File: src/rtl/rtcsr_defines.svh
`ifndef RTCSR_DEFINES_SVH
`define RTCSR_DEFINES_SVH

// Register offsets
`define RTCSR_OFF_CTRL        8'h0E
`define RTCSR_OFF_STATUS      8'h0F
`define RTCSR_OFF_AGING       8'h10
`define RTCSR_OFF_TEMP_INT    8'h11
`define RTCSR_OFF_TEMP_FRAC   8'h12
`define RTCSR_OFF_RAM_FIRST   8'h14

// Status bit positions
`define RTCSR_B_HALT          7
`define RTCSR_B_BATT_REF      6
`define RTCSR_B_RATE_HI       5
`define RTCSR_B_RATE_LO       4
`define RTCSR_B_REF_EN        3
`define RTCSR_B_BUSY          2
`define RTCSR_B_ALM2          1
`define RTCSR_B_ALM1          0

// Control bit positions
`define RTCSR_C_OSC_DIS       7
`define RTCSR_C_CONVERSION_REQUEST          5
`define RTCSR_C_IRQ_MODE      2
`define RTCSR_C_ALM2_IE       1
`define RTCSR_C_ALM1_IE       0

// Reset values
`define RTCSR_RST_STATUS      8'h88
`define RTCSR_RST_CTRL        8'h1C
`define RTCSR_RST_ZERO        8'h00
`define RTCSR_FRAC_MASK       8'hC0

// Timing: oscillator ticks per second and base interval
`define RTCSR_TICKS_PER_SEC   16'h8000
`define RTCSR_BASE_SECONDS    12'h040
`define RTCSR_RAM_DEPTH       236

`endif

File: src/rtl/rtcsr_pkg.sv
package rtcsr_pkg;

    typedef struct packed {
        logic       valid;
        logic       write;
        logic [7:0] addr;
        logic [7:0] wdata;
    } rtcsr_req_s;

    typedef struct packed {
        logic       done;
        logic [9:0] code;
    } rtcsr_temp_s;

    typedef enum logic [1:0] {
        RTCSR_IDLE = 2'b00,
        RTCSR_CONVERSION_REQUEST = 2'b01,
        RTCSR_COMP = 2'b11
    } rtcsr_conversion_request_e;

endpackage

File: src/rtl/rtcsr_ram.sv
`timescale 1ns/1ps
`include "rtcsr_defines.svh"

module rtcsr_ram
(
    // Clock
    input  wire logic       clk_sys,
    input  wire logic       ce,
    // Access
    input  wire logic       we,
    input  wire logic [7:0] idx,
    input  wire logic [7:0] wdata,
    output logic      [7:0] rdata
);

    logic [7:0] mem_r [0:`RTCSR_RAM_DEPTH-1];

    // No reset: contents undefined after power-up
    always_ff @(posedge clk_sys)
    begin
        if (ce && we)
        begin
            mem_r[idx] <= wdata; // [RULE_26]
        end
    end

    assign rdata = mem_r[idx];

endmodule // rtcsr_ram

File: src/rtl/rtcsr_regs.sv
`timescale 1ns/1ps
`include "rtcsr_defines.svh"

// Contract
// [RULE_01] Halt flag set whenever oscillator stops
// [RULE_02] Halt flag set at first power
// [RULE_03] Oscillator disabled on battery sets halt flag
// [RULE_04] Halt flag holds until written zero
// [RULE_05] Battery mode reference output needs both enables
// [RULE_06] Rate field picks 64/128/256/512 s interval
// [RULE_07] New rate may take one interval
// [RULE_08] Reference enable gates 32kHz square wave
// [RULE_09] Reference enable resets to one
// [RULE_10] Busy set on conversion, cleared when done
// [RULE_11] Second alarm sets flag, maybe interrupt
// [RULE_12] First alarm sets flag, maybe interrupt
// [RULE_13] Alarm flags clear by zero, ignore one
// [RULE_14] Aging trim signed, added to capacitance
// [RULE_15] Trim applied on changed or manual conversion
// [RULE_16] Positive trim adds capacitance, negative removes
// [RULE_17] Host converts manually after trim change
// [RULE_18] Temperature ten bits, quarter degree steps
// [RULE_19] Reset loads zero and starts conversion
// [RULE_20] Measure at power, battery access, periodically
// [RULE_21] Temperature registers are read only
// [RULE_22] Conversion request holds until conversion ends
// [RULE_23] Irq mode selects wave or alarm interrupt
// [RULE_24] Oscillator disable only acts on battery
// [RULE_25] Writes to temperature bytes ignored
// [RULE_26] User RAM 14h..FFh read/write storage
module rtcsr_regs
(
    // Clock and reset
    input  wire logic                    clk_sys,
    input  wire logic                    rst_n,
    input  wire logic                    ce,
    // Register access from serial engine
    input  rtcsr_pkg::rtcsr_req_s        req,
    output logic                  [7:0]  rdata_r,
    // Oscillator and supply
    input  wire logic                    osc_clk,
    input  wire logic                    osc_fail,
    input  wire logic                    on_battery,
    // Alarm match pulses and square wave source
    input  wire logic                    alarm1_match,
    input  wire logic                    alarm2_match,
    input  wire logic                    sqw_src,
    // Temperature sensor
    output logic                         sensor_start_r,
    input  rtcsr_pkg::rtcsr_temp_s       sensor,
    // Capacitance array
    input  wire logic             [7:0]  cap_calc,
    output logic                  [7:0]  cap_array_r,
    // Pins
    output logic                         ref_out_r,
    output logic                         irq_or_wave_pin_r,
    output logic                         irq_or_wave_oe_n_r,
    output logic                         osc_run_r
);

    //**********************************************************
    // Input synchronisers
    //**********************************************************
    logic [2:0] osc_sync_r;
    logic [1:0] fail_sync_r;
    logic [1:0] batt_sync_r;
    logic       osc_s;
    logic       osc_rise;
    logic       fail_s;
    logic       batt_s;

    always_ff @(posedge clk_sys)
    begin
        if (!rst_n)
        begin
            osc_sync_r  <= 3'h0;
            fail_sync_r <= 2'h0;
            batt_sync_r <= 2'h0;
        end
        else if (ce)
        begin
            osc_sync_r  <= {osc_sync_r[1:0], osc_clk};
            fail_sync_r <= {fail_sync_r[0], osc_fail};
            batt_sync_r <= {batt_sync_r[0], on_battery};
        end
    end

    assign osc_s    = osc_sync_r[1];
    assign osc_rise = osc_sync_r[1] & ~osc_sync_r[2];
    assign fail_s   = fail_sync_r[1];
    assign batt_s   = batt_sync_r[1];

    //**********************************************************
    // Decode
    //**********************************************************
    function automatic logic hit(input logic [7:0] off);
        hit = req.valid && req.write && (req.addr == off);
    endfunction

    logic wr_ctrl;
    logic wr_stat;
    logic wr_aging;
    logic wr_ram;
    logic in_ram;

    assign wr_ctrl  = hit(`RTCSR_OFF_CTRL);
    assign wr_stat  = hit(`RTCSR_OFF_STATUS);
    assign wr_aging = hit(`RTCSR_OFF_AGING);
    assign in_ram   = (req.addr >= `RTCSR_OFF_RAM_FIRST);
    assign wr_ram   = req.valid && req.write && in_ram;

    //**********************************************************
    // Control and status registers
    //**********************************************************
    logic [7:0]              ctrl_r;
    logic [7:0]              stat_r;
    logic [7:0]              aging_r;
    logic [9:0]              temp_r;
    logic                    conversion_request_end;
    logic                    osc_stop;
    rtcsr_pkg::rtcsr_conversion_request_e  st_r;

    // Oscillator stops on battery with disable set, or on oscillator failure
    assign osc_stop = (batt_s && ctrl_r[`RTCSR_C_OSC_DIS]) || fail_s; // [RULE_24]

    always_ff @(posedge clk_sys)
    begin
        if (!rst_n)
        begin
            ctrl_r <= `RTCSR_RST_CTRL;
        end
        else if (ce)
        begin
            if (wr_ctrl)
            begin
                ctrl_r <= req.wdata;
                // Request bit sticks while conversion runs
                if (ctrl_r[`RTCSR_C_CONVERSION_REQUEST] && !conversion_request_end)
                begin
                    ctrl_r[`RTCSR_C_CONVERSION_REQUEST] <= 1'b1; // [RULE_22]
                end
            end
            if (conversion_request_end)
            begin
                ctrl_r[`RTCSR_C_CONVERSION_REQUEST] <= 1'b0; // [RULE_22]
            end
        end
    end

    always_ff @(posedge clk_sys)
    begin
        if (!rst_n)
        begin
            stat_r <= `RTCSR_RST_STATUS; // [RULE_02] [RULE_09]
        end
        else if (ce)
        begin
            if (wr_stat)
            begin
                stat_r[`RTCSR_B_BATT_REF] <= req.wdata[`RTCSR_B_BATT_REF];
                stat_r[`RTCSR_B_RATE_HI]  <= req.wdata[`RTCSR_B_RATE_HI];
                stat_r[`RTCSR_B_RATE_LO]  <= req.wdata[`RTCSR_B_RATE_LO];
                stat_r[`RTCSR_B_REF_EN]   <= req.wdata[`RTCSR_B_REF_EN];
                // Halt flag: only zero writes take effect
                stat_r[`RTCSR_B_HALT] <= stat_r[`RTCSR_B_HALT] & req.wdata[`RTCSR_B_HALT]; // [RULE_04]
                stat_r[`RTCSR_B_ALM2] <= stat_r[`RTCSR_B_ALM2] & req.wdata[`RTCSR_B_ALM2]; // [RULE_13]
                stat_r[`RTCSR_B_ALM1] <= stat_r[`RTCSR_B_ALM1] & req.wdata[`RTCSR_B_ALM1]; // [RULE_13]
            end
            // Hardware sets win over clears
            if (osc_stop)
            begin
                stat_r[`RTCSR_B_HALT] <= 1'b1; // [RULE_01] [RULE_03]
            end
            if (alarm2_match)
            begin
                stat_r[`RTCSR_B_ALM2] <= 1'b1; // [RULE_11]
            end
            if (alarm1_match)
            begin
                stat_r[`RTCSR_B_ALM1] <= 1'b1; // [RULE_12]
            end
            stat_r[`RTCSR_B_BUSY] <= (st_r != rtcsr_pkg::RTCSR_IDLE); // [RULE_10]
        end
    end

    always_ff @(posedge clk_sys)
    begin
        if (!rst_n)
        begin
            aging_r <= `RTCSR_RST_ZERO;
        end
        else if (ce && wr_aging)
        begin
            aging_r <= req.wdata;
        end
    end

    //**********************************************************
    // Conversion scheduler
    //**********************************************************
    logic [15:0] tick_r;
    logic [11:0] sec_r;
    logic [11:0] period;
    logic        periodic;
    logic        batt_access;
    logic        start_req;
    logic        manual_r;
    logic        boot_r;

    // Interval doubles per rate step
    assign period = `RTCSR_BASE_SECONDS << stat_r[`RTCSR_B_RATE_HI:`RTCSR_B_RATE_LO]; // [RULE_06]
    assign periodic    = (sec_r >= period - 12'h001) && osc_rise
                         && (tick_r == `RTCSR_TICKS_PER_SEC - 16'h0001);
    assign batt_access = batt_s && req.valid;
    assign start_req   = boot_r || periodic || batt_access
                         || ctrl_r[`RTCSR_C_CONVERSION_REQUEST]; // [RULE_20]
    assign conversion_request_end    = (st_r == rtcsr_pkg::RTCSR_COMP);

    // Counter keeps running; a new rate is compared against the running count at the next second
    always_ff @(posedge clk_sys)
    begin
        if (!rst_n)
        begin
            tick_r <= 16'h0000;
            sec_r  <= 12'h000;
        end
        else if (ce && osc_rise)
        begin
            tick_r <= tick_r + 16'h0001;
            if (tick_r == `RTCSR_TICKS_PER_SEC - 16'h0001)
            begin
                tick_r <= 16'h0000;
                sec_r  <= periodic ? 12'h000 : sec_r + 12'h001; // [RULE_07]
            end
        end
    end

    always_ff @(posedge clk_sys)
    begin
        if (!rst_n)
        begin
            st_r           <= rtcsr_pkg::RTCSR_IDLE;
            sensor_start_r <= 1'b0;
            manual_r       <= 1'b0;
            boot_r         <= 1'b1; // [RULE_19]
        end
        else if (ce)
        begin
            sensor_start_r <= 1'b0;
            case (st_r)
                rtcsr_pkg::RTCSR_IDLE:
                begin
                    if (start_req)
                    begin
                        st_r           <= rtcsr_pkg::RTCSR_CONVERSION_REQUEST;
                        sensor_start_r <= 1'b1; // [RULE_10]
                        manual_r       <= ctrl_r[`RTCSR_C_CONVERSION_REQUEST];
                        boot_r         <= 1'b0;
                    end
                end
                rtcsr_pkg::RTCSR_CONVERSION_REQUEST:
                begin
                    if (sensor.done)
                    begin
                        st_r <= rtcsr_pkg::RTCSR_COMP;
                    end
                end
                rtcsr_pkg::RTCSR_COMP:
                begin
                    st_r <= rtcsr_pkg::RTCSR_IDLE;
                end
                default:
                begin
                    st_r <= rtcsr_pkg::RTCSR_IDLE;
                end
            endcase
        end
    end

    //**********************************************************
    // Temperature and capacitance
    //**********************************************************
    logic [9:0] new_code_r;

    always_ff @(posedge clk_sys)
    begin
        if (!rst_n)
        begin
            temp_r     <= 10'h000; // [RULE_19]
            new_code_r <= 10'h000;
        end
        else if (ce && st_r == rtcsr_pkg::RTCSR_CONVERSION_REQUEST && sensor.done)
        begin
            new_code_r <= sensor.code;
        end
        else if (ce && conversion_request_end)
        begin
            temp_r <= new_code_r; // [RULE_18] [RULE_20]
        end
    end

    // Signed trim: positive adds units, negative removes
    always_ff @(posedge clk_sys)
    begin
        if (!rst_n)
        begin
            cap_array_r <= `RTCSR_RST_ZERO;
        end
        else if (ce && conversion_request_end && (manual_r || new_code_r != temp_r)) // [RULE_15]
        begin
            cap_array_r <= cap_calc + aging_r; // [RULE_14] [RULE_16]
        end
    end

    //**********************************************************
    // Pins
    //**********************************************************
    logic ref_allow;
    logic irq_act;

    assign ref_allow = stat_r[`RTCSR_B_REF_EN]
                       && (!batt_s || stat_r[`RTCSR_B_BATT_REF]); // [RULE_05] [RULE_08]
    assign irq_act = (stat_r[`RTCSR_B_ALM1] && ctrl_r[`RTCSR_C_ALM1_IE])
                     || (stat_r[`RTCSR_B_ALM2] && ctrl_r[`RTCSR_C_ALM2_IE]);

    always_ff @(posedge clk_sys)
    begin
        if (!rst_n)
        begin
            ref_out_r          <= 1'b0;
            irq_or_wave_pin_r  <= 1'b1;
            irq_or_wave_oe_n_r <= 1'b1;
            osc_run_r          <= 1'b0;
        end
        else if (ce)
        begin
            osc_run_r <= !osc_stop;
            ref_out_r <= ref_allow && !osc_stop && osc_s; // [RULE_08]
            if (ctrl_r[`RTCSR_C_IRQ_MODE])
            begin
                // Open-drain active-low interrupt
                irq_or_wave_pin_r  <= 1'b0;
                irq_or_wave_oe_n_r <= !irq_act; // [RULE_11] [RULE_12] [RULE_23]
            end
            else
            begin
                irq_or_wave_pin_r  <= 1'b0;
                irq_or_wave_oe_n_r <= sqw_src; // [RULE_23]
            end
        end
    end

    //**********************************************************
    // Read path
    //**********************************************************
    logic [7:0] ram_rd;

    rtcsr_ram u_ram
    (
        .clk_sys (clk_sys),
        .ce      (ce),
        .we      (wr_ram),
        .idx     (req.addr - `RTCSR_OFF_RAM_FIRST),
        .wdata   (req.wdata),
        .rdata   (ram_rd)
    );

    // Temperature bytes have no write path
    always_ff @(posedge clk_sys)
    begin
        if (!rst_n)
        begin
            rdata_r <= `RTCSR_RST_ZERO;
        end
        else if (ce && req.valid && !req.write)
        begin
            case (req.addr)
                `RTCSR_OFF_CTRL:      rdata_r <= ctrl_r;
                `RTCSR_OFF_STATUS:    rdata_r <= stat_r;
                `RTCSR_OFF_AGING:     rdata_r <= aging_r;
                `RTCSR_OFF_TEMP_INT:  rdata_r <= temp_r[9:2]; // [RULE_21] [RULE_25]
                `RTCSR_OFF_TEMP_FRAC: rdata_r <= {temp_r[1:0], 6'h00} & `RTCSR_FRAC_MASK; // [RULE_18]
                default:              rdata_r <= in_ram ? ram_rd : `RTCSR_RST_ZERO;
            endcase
        end
    end

endmodule // rtcsr_regs

File: config.mk
export PLATFORM = sky130hd
export DESIGN_NAME = rtcsr_regs
export DESIGN_NICKNAME = d
export VERILOG_FILES = /design/src/rtl/rtcsr_pkg.sv /design/src/rtl/rtcsr_ram.sv /design/src/rtl/rtcsr_regs.sv
export VERILOG_INCLUDE_DIRS = /design/src /design/src/rtl
export SDC_FILE = /design/constraint.sdc
export NUM_CORES = 2
export LEC_CHECK = 0
export ABC_AREA = 1
export BUFFER_PORTS_ARGS = -buffer_cell sky130_fd_sc_hd__buf_4
export CORE_UTILIZATION = 25
export CTS_BUF_LIST = sky130_fd_sc_hd__clkbuf_4 sky130_fd_sc_hd__clkbuf_8 sky130_fd_sc_hd__clkbuf_16
export DETAILED_ROUTE_END_ITERATION = 8
export GPL_ROUTABILITY_DRIVEN = 0
export PLACE_DENSITY = 0.41
export SLEW_MARGIN = 0
export SYNTH_ARGS = -nofsm -noshare
export SYNTH_HDL_FRONTEND = slang
export SYNTH_SLANG_ARGS = --single-unit
File: constraint.sdc
create_clock -name clk_sys -period 4.3 [get_ports clk_sys]
set_input_delay 0.86 -clock clk_sys [delete_from_list [all_inputs] [get_ports clk_sys]]
set_output_delay 0.86 -clock clk_sys [all_outputs]
set_load 0.01 [all_outputs]
==> out/qor.csv <==
metric;value;unit
power_density;446;mW/mm²
maxCapViolations;0;
avgViaCountPerCell;4.54;
fin_cells;12041;
reg2reg_slack;1.80;ns
rsz0062_at_grt;false;
cts_setup_buffers;0;
cts_tree;built;
p_int;32.9;mW
grt_antenna_before_repair;13;
grt_pass1_wl;396;mm
cts_buffers;227;
drive_gt1_share;11.9;%
dp_hpwl;166;mm
rows;208;
finalCriticalPeriod;3.32;ns
yosysTopAreaCell;edfxtp_1;
routed_wl;276;mm
synth.distinct_cells;54;
dp_slack;0.112;ns
nets;7619;
clock_latency;0.88;ns
synth_seq_cells;1992;
synth_area_leaders;edfxtp_1 70%, nand2_1 14%, nand3_1 2.8%;
power_frac_comb;6.8;%
cts_num_sinks;1992;
worstPathRequired;5.12;ns
cts_hold_buffers;0;
synth_edf_count;1888;
setup-tns-final;0;ns
p_sw;10.3;mW
netlist_area;0.0811;mm²
pin_count;67;
area_delta_synth_final;19.2;%
finClkSkew;0.0416;ns
postSynthAreaPerCell;11.2;µm²
hold_viol;0;
routed-via-count;54644;
clock_path_buffers;4;
buffer_ports.inserted;66;
reg2regPathDepth;12;
antenna_left;0;
slew_viol_final;0;
vdd_drop_max;0.348;mV
first_global_vias;54114;
grt_use_total;16.6;%
startpoint_type;primary input;
path_class;in -> reg;
routedWlPerCell;22.9;µm
fmax;301;MHz
drt_iter0_drc;4852;
synth_top_area_share;69.9;%
synthArstFlopShare;0;%
dp.cells;11628;
slew_headroom;7.71;%
reg2reg_from;u_ram.mem_r[41][3];
grt_max_degree;100;
hold_class;in -> reg;
grt.overflow.total;0;
power_frac_seq;49.3;%
drt-pass1-iter-count;6;
worstMarginPinSlew;1.35;ns
cp-end-kind;flip-flop;
hold_path_end;new_code_r[3];
syn_inst;7212;
arrival;4.14;ns
dieArea;0.327;mm²
hold_depth;3;
worstReg2RegEnd;rdata_r[3];
setup_viol;0;
coreArea;0.322;mm²
status;finished, final reports clean;
period_share;77.3;%
start_util;25.2;%
finalCoreUtilization;30.0;%
die_w;572;µm
synth-main-ff-cell;edfxtp_1;
cellLeakagePower;35.1;nW
cts.repair.resized;0;
finalWorstSetupSlack;0.976;ns
dieHeight;572;µm
route.detailed.drc;0;
switching_share;23.8;%
clockRootBuffer;clkbuf_16;
ys_warn_count;0;
clkTransAtPathRegs;0.06;ns
total_power;43.2;mW
hold_path.startpoint;sensor[3];
yosysSeqAreaShare;72.5;%
cts_max_level;4;
pwr-share-clk;43.9;%
critPathMaxFanout;17;
## synth_stat cells (2+ instances only)
master,number
nand2_1,2984
edfxtp_1,1888
nand3_1,452
nor2_1,440
nand4_1,259
a21oi_1,242
buf_2,191
inv_1,182
clkbuf_1,108
dfxtp_1,104
o21ai_0,82
buf_1,72
a22oi_1,28
ha_1,20
nor3_1,17
buf_4,16
xor2_1,13
nor2_2,12
a211oi_1,10
inv_2,9
nand3b_1,9
nand2_2,5
o211ai_1,5
o21ai_1,5
xnor2_1,5
nor2_4,4
o221ai_1,4
and3_1,3
buf_6,3
nor3_2,3
o2111ai_1,3
o21bai_1,3
o22ai_1,3
a2111oi_0,2
a21o_1,2
a21oi_2,2
a31oi_1,2
inv_4,2
nand2_4,2
or2_2,2
## cells in the final DEF, fill, tap and decap left out, drive strengths merged, types with 4 or more instances in the layout
cell,netlist,layout
nor2,456,456
nand2,2991,2991
bufinv,0,15
o21ai,88,88
a22oi,28,28
nand3b,9,9
clkbuf,108,280
a21oi,244,244
nor3,20,20
a211oi,10,10
clkinv,2,107
edfxtp,1888,1888
o221ai,4,4
inv,193,200
dfxtp,104,104
nand3,453,453
ha,20,20
xnor2,5,5
diode,0,4
o211ai,5,5
nand4,259,259
xor2,15,15
buf,283,500
## final cells by class
type | count | area [µm²]
fillers | 33096 | 225000
repair buffers | 500 | 4700
multi-input cells | 4636 | 19900
clock inverters | 129 | 1070
clock buffers | 280 | 6130
flip-flops and latches | 1992 | 58800
inverters | 195 | 779
well taps | 4305 | 5390
diodes | 4 | 10.0
## stage by stage
stage                     hold slack [ns]  instance area [µm²]
final                               0.210                96700
after global routing                0.175                96700
after CTS                           0.140                96700
after detailed placement            0.445                89500
after global placement              0.432                89500
after floorplan                     0.420                81100
## metal layers
| metal | up-vias | GRT usage, % | routed length (µm) | share of wire, % |
|---|---|---|---|---|
| met5 | - | 0 | 0 | 0 |
| met4 | 0 | 3.97 | 6390 | 2.3 |
| met3 | 338 | 2.22 | 14600 | 5.3 |
| met2 | 1495 | 27.2 | 129000 | 47 |
| met1 | 27358 | 23.0 | 125000 | 46 |
| li1 | 25453 | - | - | - |
## registers in the layout (all words and copies together) (netlist names), 3 cells and up
| register | cells |
|---|---|
| osc_sync_r | 3 |
| rdata_r | 8 |
| stat_r | 8 |
| cap_array_r | 8 |
| sec_r | 12 |
| tick_r | 16 |
| u_ram.mem_r | 1888 |
| ctrl_r | 8 |
| new_code_r | 10 |
| aging_r | 8 |
| temp_r | 10 |
## power by group through the flow
stage               Combinational [mW]  Clock [mW]  Sequential, mW
global route                      3.17        20.1            21.3
finish                            2.94        19.0            21.3
CTS                               2.98        19.4            21.3
global placement                  2.98           0            21.7
detailed placement                2.97           0            21.7
floorplan                         1.35           0            21.7
## critical path, stage by stage
cell	delay [ns]
buf_4	0.16
inv_1	0.12
ha_1	0.23
inv_1	0.07
nand2_1	0.06
nand2_1	0.11
xor2_1	0.31
nand2_2	0.25
inv_1	0.16
nand2_1	0.50
a21oi_1	0.72
nor2_1	0.23
nand3_1	0.13
o21bai_1	0.08
a21oi_1	0.11
## logic make-up (layout without fill, tap and decap cells)
kind of cell | after synthesis | after routing | synth area share (%)
xor gates and xnor gates | 20 | 20 | 0.248
and+or+nand+nor | 4195 | 4195 | 21.1
buffers and inverters | 586 | 1104 | 3.14
DFF | 1992 | 1992 | 72.5
adders and majority gates | 21 | 21 | 0.333
AOI/OAI and AO/OA | 397 | 397 | 2.68
other | 1 | 7 | 0.00462
## worst max-delay path by stage
stage	start	depth (start not counted)	slack, ns	to
final	req[11]	15	0.98	rdata_r[3]
after detailed placement	req[11]	15	0.11	rdata_r[3]
after floorplan	req[10]	15	0.48	u_ram.mem_r[162][0]
after global placement	req[11]	13	0.03	u_ram.mem_r[170][0]
after CTS	req[11]	15	1.05	rdata_r[3]
after global routing	req[11]	15	0.92	rdata_r[3]
(Power assumes the default switching activity.)
